==> config.mk <==
export PLATFORM = sky130hd
export DESIGN_NAME = dzmc_controller
export DESIGN_NICKNAME = d
export VERILOG_FILES = /design/src/include/dzmc_pkg.sv /design/src/include/dzmc_tick_if.sv /design/src/hw/dzmc_ms_divider.sv /design/src/hw/dzmc_controller.sv
export SDC_FILE = /design/constraint.sdc
export NUM_CORES = 1
export LEC_CHECK = 0
export BUFFER_PORTS_ARGS = -buffer_cell sky130_fd_sc_hd__buf_2
export CAP_MARGIN = 30
export CORE_UTILIZATION = 57
export DETAILED_ROUTE_END_ITERATION = 16
export GPL_TIMING_DRIVEN = 1
export PLACE_DENSITY = 0.89
export SETUP_SLACK_MARGIN = 0.3
export SLEW_MARGIN = 20
export SYNTH_ARGS = -nofsm -noshare
export SYNTH_HDL_FRONTEND = slang
export SYNTH_SLANG_ARGS = --single-unit
export TNS_END_PERCENT = 5
==> constraint.sdc <==
create_clock -name clk -period 3.2 [get_ports clk]
set_clock_uncertainty 0.2 [all_clocks]
set_input_delay 0.16 -clock clk [delete_from_list [all_inputs] [get_ports clk]]
set_output_delay 0.16 -clock clk [all_outputs]
set_load 0.05 [all_outputs]
==> src/include/dzmc_pkg.sv <==
/*
  Shared constants and types for the distance zone mode controller.
  Assumes a 100 MHz clock and one distance sample stream in millimetres.
*/
package dzmc_pkg;
  localparam int unsigned CLK_HZ         = 100_000_000;
  localparam int unsigned DIST_W         = 16;
  localparam int unsigned MODE_W         = 3;
  localparam int unsigned DELAY_MS       = 2000;
  localparam int unsigned TIMEOUT_S      = 30;
  localparam int unsigned HOLD_MS        = 1000;
  localparam int unsigned MS_CYCLES      = CLK_HZ / 1000;
  localparam int unsigned TICK_W         = 17;
  localparam int unsigned MS_CNT_W       = 16;
  localparam int unsigned DELAY_MS_DEF   = DELAY_MS;
  localparam int unsigned TIMEOUT_MS_DEF = TIMEOUT_S * 1000;
  localparam int unsigned HOLD_MS_DEF    = HOLD_MS;
  localparam logic [MODE_W-1:0] MODE_ONE   = 3'h1;
  localparam logic [MODE_W-1:0] MODE_TWO   = 3'h2;
  localparam logic [MODE_W-1:0] MODE_THREE = 3'h3;
  localparam logic [MODE_W-1:0] MODE_FOUR  = 3'h4;
  localparam logic [MODE_W-1:0] MODE_FIVE  = 3'h5;
  localparam logic [MODE_W-1:0] MODE_SIX   = 3'h6;
  localparam logic [DIST_W-1:0] BG_RESET   = 16'hffff;

  // Indicator colour code: two bits per indicator
  typedef enum logic [1:0] {
    DZMC_LED_OFF,
    DZMC_LED_GREEN,
    DZMC_LED_RED
  } dzmc_led_t;

  typedef enum logic [2:0] {
    DZMC_IDLE,
    DZMC_HOLD,
    DZMC_TEACH_BACKGROUND_BUTTON,
    DZMC_DELAY,
    DZMC_OPER,
    DZMC_SAMPLE
  } dzmc_state_t;
endpackage

==> src/include/dzmc_tick_if.sv <==
/*
  Millisecond tick carrier between the controller and its divider.
  Assumes both ends share clk.
*/
`timescale 1ns/1ps
interface dzmc_tick_if;
  logic ms_tick;
  modport source (output ms_tick);
  modport sink   (input  ms_tick);
endinterface

==> src/hw/dzmc_ms_divider.sv <==
/*
  Divides the system clock down to a one-cycle pulse each millisecond.
  Assumes clk at the package clock rate and active-low async reset.
*/
`timescale 1ns/1ps
module dzmc_ms_divider
  import dzmc_pkg::*;
#(
  parameter int unsigned CYCLES = MS_CYCLES
) (
  input  wire logic   clk,
  input  wire logic   resetn,
  dzmc_tick_if.source tick
);
  typedef struct packed {
    logic [TICK_W-1:0] cnt;
    logic              pulse;
  } dzmc_div_t;

  dzmc_div_t s_q;
  dzmc_div_t s_d;

  always_comb begin
    s_d = s_q;
    s_d.pulse = 1'b0;
    if (s_q.cnt == TICK_W'(CYCLES - 1)) begin
      s_d.cnt = '0;
      s_d.pulse = 1'b1;
    end else begin
      s_d.cnt = s_q.cnt + 1'b1;
    end
  end

  always_ff @(posedge clk or negedge resetn) begin
    if (!resetn) begin
      s_q <= '0;
    end else begin
      s_q <= s_d;
    end
  end

  assign tick.ms_tick = s_q.pulse;
endmodule // dzmc_ms_divider

==> src/hw/dzmc_controller.sv <==
/*
  Mode and teach-in controller of a distance sensor.
  Holds the setup sequence for the threshold modes, the switching output,
  the two zone indicators and the pass-through of distance samples.
  Phases of a threshold mode: wait for a held teach button, store the
  current distance as background, wait the operation delay with dark
  indicators, then operate with green indicators, which mode one turns red while the output is on.
  Mode six skips all of this and only samples distances.
  A second long hold in operation teaches a new background.
  Zero delay or timeout settings select the built-in defaults.
  The setup timeout only bounds the operation delay, since programming
  itself takes a single cycle.
  Only the background threshold is kept; modes three to five use it as
  their one zone limit.

  Assumes inputs synchronous to clk, a distance sample marked by a
  one-cycle valid strobe, a mode selection that stays put after reset,
  and a millisecond tick from the divider inside this module.
*/
`timescale 1ns/1ps
module dzmc_controller
  import dzmc_pkg::*;
#(
  parameter int unsigned DELAY_MS_P   = DELAY_MS_DEF,
  parameter int unsigned TIMEOUT_MS_P = TIMEOUT_MS_DEF,
  parameter int unsigned HOLD_MS_P    = HOLD_MS_DEF,
  parameter int unsigned MS_CYCLES_P  = MS_CYCLES
) (
  input  wire logic                          clk,
  input  wire logic                          resetn,
  input  wire logic [dzmc_pkg::MODE_W-1:0]   mode_select,
  input  wire logic                          teach_background_button,
  input  wire logic [dzmc_pkg::MS_CNT_W-1:0] operation_delay_setting,
  input  wire logic [dzmc_pkg::MS_CNT_W-1:0] setup_timeout_setting,
  input  wire logic                          dist_valid,
  input  wire logic [dzmc_pkg::DIST_W-1:0]   dist_value,
  output logic                               switch_out,
  output dzmc_pkg::dzmc_led_t                first_zone_indicator,
  output dzmc_pkg::dzmc_led_t                second_zone_indicator,
  output logic                               dist_out_valid,
  output logic [dzmc_pkg::DIST_W-1:0]        dist_out,
  output logic [dzmc_pkg::DIST_W-1:0]        background_threshold,
  output logic                               operating
);
  import dzmc_pkg::*;

  typedef struct packed {
    dzmc_state_t         st;
    logic [MODE_W-1:0]   mode;
    logic [MS_CNT_W-1:0] hold_ms;
    logic [MS_CNT_W-1:0] step_ms;
    logic [DIST_W-1:0]   bg;
    logic [DIST_W-1:0]   cur;
    logic                occ;
    logic                sw;
    dzmc_led_t           led;
    logic                dv;
    logic [DIST_W-1:0]   dout;
    logic                oper;
  } dzmc_ctl_t;

  dzmc_ctl_t   s_q;
  dzmc_ctl_t   s_d;
  dzmc_tick_if tick_if ();
  logic        in_zone;

  dzmc_ms_divider #(
    .CYCLES (MS_CYCLES_P)
  ) u_div (
    .clk    (clk),
    .resetn (resetn),
    .tick   (tick_if.source)
  );

  // Zero settings fall back to the defaults
  function automatic logic [MS_CNT_W-1:0] pick(input logic [MS_CNT_W-1:0] v,
                                               input int unsigned def);
    pick = (v == '0) ? MS_CNT_W'(def) : v;
  endfunction

  function automatic logic is_thr_mode(input logic [MODE_W-1:0] m);
    is_thr_mode = (m >= MODE_ONE) && (m <= MODE_FIVE);
  endfunction

  // Register contents right after reset
  localparam dzmc_ctl_t CTL_RESET = '{
    st:      DZMC_IDLE,
    mode:    '0,
    hold_ms: '0,
    step_ms: '0,
    bg:      BG_RESET,
    cur:     '0,
    occ:     1'b0,
    sw:      1'b0,
    led:     DZMC_LED_OFF,
    dv:      1'b0,
    dout:    '0,
    oper:    1'b0
  };

  // Button hold time in milliseconds, cleared on release, saturating
  function automatic logic [MS_CNT_W-1:0] hold_next(input logic                btn,
                                                    input logic                tick,
                                                    input logic [MS_CNT_W-1:0] cnt);
    if (!btn) begin
      hold_next = '0;
    end else if (tick && cnt != '1) begin
      hold_next = cnt + 1'b1;
    end else begin
      hold_next = cnt;
    end
  endfunction

  // Long enough hold starts teaching
  function automatic logic hold_done(input logic btn, input logic [MS_CNT_W-1:0] cnt);
    hold_done = btn && (cnt >= MS_CNT_W'(HOLD_MS_P));
  endfunction

  // Leave for programming: indicators dark, output released
  function automatic dzmc_ctl_t go_teach_background_button(input dzmc_ctl_t s);
    go_teach_background_button         = s;
    go_teach_background_button.hold_ms = '0;
    go_teach_background_button.step_ms = '0;
    go_teach_background_button.sw      = 1'b0;
    go_teach_background_button.oper    = 1'b0;
    go_teach_background_button.led     = DZMC_LED_OFF;
    go_teach_background_button.st      = DZMC_TEACH_BACKGROUND_BUTTON;
  endfunction

  // Enter operation with steady green indicators and a clear zone history
  function automatic dzmc_ctl_t go_oper(input dzmc_ctl_t s);
    go_oper      = s;
    go_oper.led  = DZMC_LED_GREEN;
    go_oper.oper = 1'b1;
    go_oper.occ  = 1'b0;
    go_oper.sw   = 1'b0;
    go_oper.st   = DZMC_OPER;
  endfunction

  // First state after reset for a latched mode
  function automatic dzmc_state_t start_state(input logic [MODE_W-1:0] m);
    case (m)
      MODE_SIX: begin
        start_state = DZMC_SAMPLE;
      end
      MODE_ONE, MODE_TWO, MODE_THREE, MODE_FOUR, MODE_FIVE: begin
        start_state = DZMC_HOLD;
      end
      default: begin
        start_state = DZMC_IDLE;
      end
    endcase
  endfunction

  // Next switching output for one new sample
  function automatic logic sw_next(input logic [MODE_W-1:0] m,
                                   input logic              was_in,
                                   input logic              now_in);
    case (m)
      MODE_ONE: begin
        sw_next = now_in;
      end
      MODE_THREE: begin
        sw_next = now_in;
      end
      MODE_TWO, MODE_FOUR, MODE_FIVE: begin
        sw_next = was_in && !now_in;
      end
      default: begin
        sw_next = 1'b0;
      end
    endcase
  endfunction

  // Mode one shows red while the output is on
  function automatic dzmc_led_t led_next(input logic [MODE_W-1:0] m,
                                         input logic              now_in,
                                         input dzmc_led_t         cur_led);
    if (m == MODE_ONE) begin
      led_next = now_in ? DZMC_LED_RED : DZMC_LED_GREEN;
    end else begin
      led_next = cur_led;
    end
  endfunction

  assign in_zone = dist_value < s_q.bg;

  always_comb begin
    s_d = s_q;
    s_d.dv = 1'b0;
    if (dist_valid) begin
      s_d.dv = 1'b1;
      s_d.dout = dist_value;
      s_d.cur = dist_value;
    end
    if (tick_if.ms_tick && s_q.step_ms != '1) begin
      s_d.step_ms = s_q.step_ms + 1'b1;
    end
    case (s_q.st)
      DZMC_IDLE: begin
        s_d.mode    = mode_select;
        s_d.step_ms = '0;
        s_d.sw      = 1'b0;
        s_d.st      = start_state(mode_select);
        s_d.led     = is_thr_mode(mode_select) ? DZMC_LED_GREEN : DZMC_LED_OFF;
      end
      DZMC_HOLD: begin
        s_d.hold_ms = hold_next(teach_background_button, tick_if.ms_tick, s_q.hold_ms);
        if (hold_done(teach_background_button, s_q.hold_ms)) begin
          s_d = go_teach_background_button(s_d);
        end
      end
      DZMC_TEACH_BACKGROUND_BUTTON: begin
        s_d.bg = s_q.cur;
        s_d.step_ms = '0;
        s_d.st = DZMC_DELAY;
      end
      DZMC_DELAY: begin
        s_d.led = DZMC_LED_OFF;
        if (s_q.step_ms >= pick(operation_delay_setting, DELAY_MS_P)) begin
          s_d = go_oper(s_d);
        end else if (s_q.step_ms >= pick(setup_timeout_setting, TIMEOUT_MS_P)) begin
          s_d = go_oper(s_d);
        end
      end
      DZMC_OPER: begin
        if (dist_valid) begin
          s_d.occ = in_zone;
          s_d.sw  = sw_next(s_q.mode, s_q.occ, in_zone);
          s_d.led = led_next(s_q.mode, in_zone, s_q.led);
        end
        // Holding the button again re-teaches the background
        s_d.hold_ms = hold_next(teach_background_button, tick_if.ms_tick, s_q.hold_ms);
        if (hold_done(teach_background_button, s_q.hold_ms)) begin
          s_d = go_teach_background_button(s_d);
        end
      end
      DZMC_SAMPLE: begin
        s_d.sw = 1'b0;
        s_d.oper = 1'b1;
      end
      default: s_d.st = DZMC_IDLE;
    endcase
  end

  always_ff @(posedge clk or negedge resetn) begin
    if (!resetn) begin
      s_q <= CTL_RESET;
    end else begin
      s_q <= s_d;
    end
  end

  assign switch_out            = s_q.sw;
  assign first_zone_indicator  = s_q.led;
  assign second_zone_indicator = s_q.led;
  assign dist_out_valid        = s_q.dv;
  assign dist_out              = s_q.dout;
  assign background_threshold  = s_q.bg;
  assign operating             = s_q.oper;
endmodule // dzmc_controller

==> results.tsv <==
metric	value	unit
PwrDens	590.2	mW/mm^2
DR vias	4708	
most frequent cells in the layout	buf_2, dfrtp_1, nor2_1	
initial antenna violation count	0	
Leak	3.073	nW
Tmin final	2.711	ns
Area Overhead vs Synth	12.72	%
Worst Path Required	3.26	ns
die area	0.01059	sq mm
Setup CP Type	reg2reg	
htree depth	3	
1st-iter DRT viols	248	
CTS tree	yes	
Mapped Area	0.005802	sq mm
synthesized flop and latch total	94	
fin worst setup slack	0.4888	ns
clock buffer depth	2	
Die X	102.9	um
Seq/Total Area, Yosys	40.89	%
Main synth FF type	dfrtp_1	
Clock transition at path regs	0.11	ns
area occupied by registers	0.002372	sq mm
Worst Hold Class	in2async	
DRC	0	
Final setup viols	0	
Die Ht	102.9	um
IR drop worst, VDD	0.3461	mV
Fill cells	733	
Total Routing Usage GR	25.83	%
most common cell after layout, fill and taps aside	buf_2	
IO Pins	94	
Num CTS Buffers	9	
outcome	complete, no violations	
Synth Instances	612	
Syn Nets	718	
warnings from Yosys	0	
R2R setup slack	0.49	ns
Initial Util	59.09	%
setup_tns	0	ns
Pre-antenna DRT Iters	7	
final worst-path cycle share	84.73	%
antenna viol nets, final	0	
wirelength, routed	13130	um
Synth Area per Inst	9.480	sq um
ANT cells	0	
Worst slew margin	55.39	%
Arr. time, crit path	2.77	ns
maximum clock rate	0.3688	GHz
vias in the first global route	4744	
library cells used by synthesis	56	
Worst-Margin Slew	0.6640	ns
Startpoint Class	flip-flop	
Hold Vio Cnt, Final	0	
aggregate global routing overflow	0	
Num Clock Sinks	94	
port bufs	93	
first-pass GRT wire length	21130	um
area of the multi-input gates	0.002910	sq mm
Max Slew Vio Count	0	
mean number of vias per cell	5.700	
max-cap violations	0	
HPWL after DPL	9345	um
Routed wire per std cell	15.89	um
nets	794	
root buffer cell	clkbuf_8	
worst slack, placed	0.3020	ns
post-CTS setup buffers	0	
GP Congestion	0.9094	
row count	36	
Skew-Pair Late Insertion Delay	0.38	ns
RSZ-0062 raised after global routing	false	
Core Region	0.009819	sq mm
post-synthesis async set-or-reset flop share	100.0	%
maximum number of pins on one net before global-route repair	74	
share of cells above drive strength 1	23.38	%
Critical Path Fanout Max	4	
EDFF count, synth	0	
CP endpoint kind	flip-flop	
-- kinds of logic (layout without fill, tap and decap cells) --
logic type,count (synthesis),after routing,synth area share (%)
and+or+nand+nor,220,220,19.52
buffers and inverters,99,180,9.058
DFF,94,94,40.89
AOI/OAI and AO/OA,89,89,9.661
adders and majority gates,51,51,11.00
xor gates and xnor gates,35,35,5.284
muxes,24,24,4.594
-- registers in the layout, summed over array words and instances, names as in the netlist --
signal,cells
dist_out_valid,1
first_zone_indicator,2
operating,1
u_div.s_q,17
s_q,55
u_div.tick.ms_tick,1
switch_out,1
background_threshold,16
-- through the flow --
stage / cells / hold WS (ns) / total power, mW / util, % / cell area (sq um)
2_1_floorplan: 612 / -0.3356 / 2.845 / - / 5802
3_3_place_gp: 787 / 0.1190 / 2.972 / 62.14 / 6102
3_5_place_dp: 787 / 0.1357 / 3.046 / 62.14 / 6102
4_1_cts: 825 / 0.2755 / 3.829 / 66.34 / 6514
5_1_grt: 826 / 0.1286 / 4.068 / 66.60 / 6540
6_report: 826 / 0.07282 / 3.860 / 66.60 / 6540
-- worst max-delay path: stages (launching register included) --
cell and delay (ns):
dfstp_2 0.55, inv_1 0.05, ha_1 0.32, and4_1 0.30
o211ai_1 0.11, or4_1 0.51, and3_1 0.23, mux2i_1 0.21
mux2i_1 0.10
-- cells in the mapped netlist (9+ instances only) --
master / count / share of area [%]
inv_1: 44 / 2.8
nand4_1: 21 / 2.3
nor3_1: 14 / 1.2
nor2_1: 64 / 4.1
dfstp_2: 16 / 7.2
mux2_2: 21 / 4.1
buf_4: 37 / 4.8
a21oi_1: 25 / 2.2
xnor2_1: 13 / 2.0
clkbuf_1: 15 / 0.97
nand2_1: 45 / 2.9
ha_1: 51 / 11
and3_1: 10 / 1.1
nand3_1: 21 / 1.8
dfrtp_1: 78 / 34
xor2_1: 22 / 3.3
and4_1: 9 / 1.4
nor4_1: 12 / 1.3
o21ai_0: 30 / 2.6
-- metal layers --
metal | GRT usage (%) | part of all wire [%] | vias to the layer above
li1 | - | - | 2253
met1 | 30.71 | 41 | 2274
met2 | 45.85 | 52 | 148
met3 | 4.203 | 4.9 | 33
met4 | 11.92 | 2.1 | 0
met5 | 0 | 0 | -
-- area by class of cell --
class	instances	area share, %
clock buffers	9	1.894
inverters	45	2.583
clock inverters	7	1.033
well taps	133	2.544
multi-input cells	419	44.50
flip-flops and latches	94	36.27
repair buffers	119	11.17
-- what timing repair did --
item	CTS	global route
gates resized for setup	0	1
hold buffers	22	0
hold endpoints to repair	86	0
endpoints found under the setup margin	0	1
-- final timing paths --
| kind | end | cells after the start | startpoint |
|---|---|---|---|
| worst min-delay path | s_q[28]$_DFFE_PN0P_ | 2 | resetn |
| worst max-delay path | switch_out$_DFFE_PN0P_ | 8 | background_threshold[15]$_DFFE_PN1P_ |
| worst max register to register | switch_out$_DFFE_PN0P_ | 8 | background_threshold[15]$_DFFE_PN1P_ |
| max in group asynchronous | background_threshold[9]$_DFFE_PN1P_ | 4 | resetn |
| min in group clk | u_div.s_q[1]$_DFF_PN0_ | 1 | u_div.s_q[1]$_DFF_PN0_ |
| worst min register to register | u_div.s_q[1]$_DFF_PN0_ | 1 | u_div.s_q[1]$_DFF_PN0_ |
-- power breakdown --
group | total [mW] | switching, mW | internal [mW] | leakage (nW)
logic | 1.46 | 0.999 | 0.462 | 1.79
clock network | 0.769 | 0.468 | 0.301 | 0.0989
registers | 1.63 | 0.190 | 1.44 | 1.18
Power figures use the tool's default switching activity.
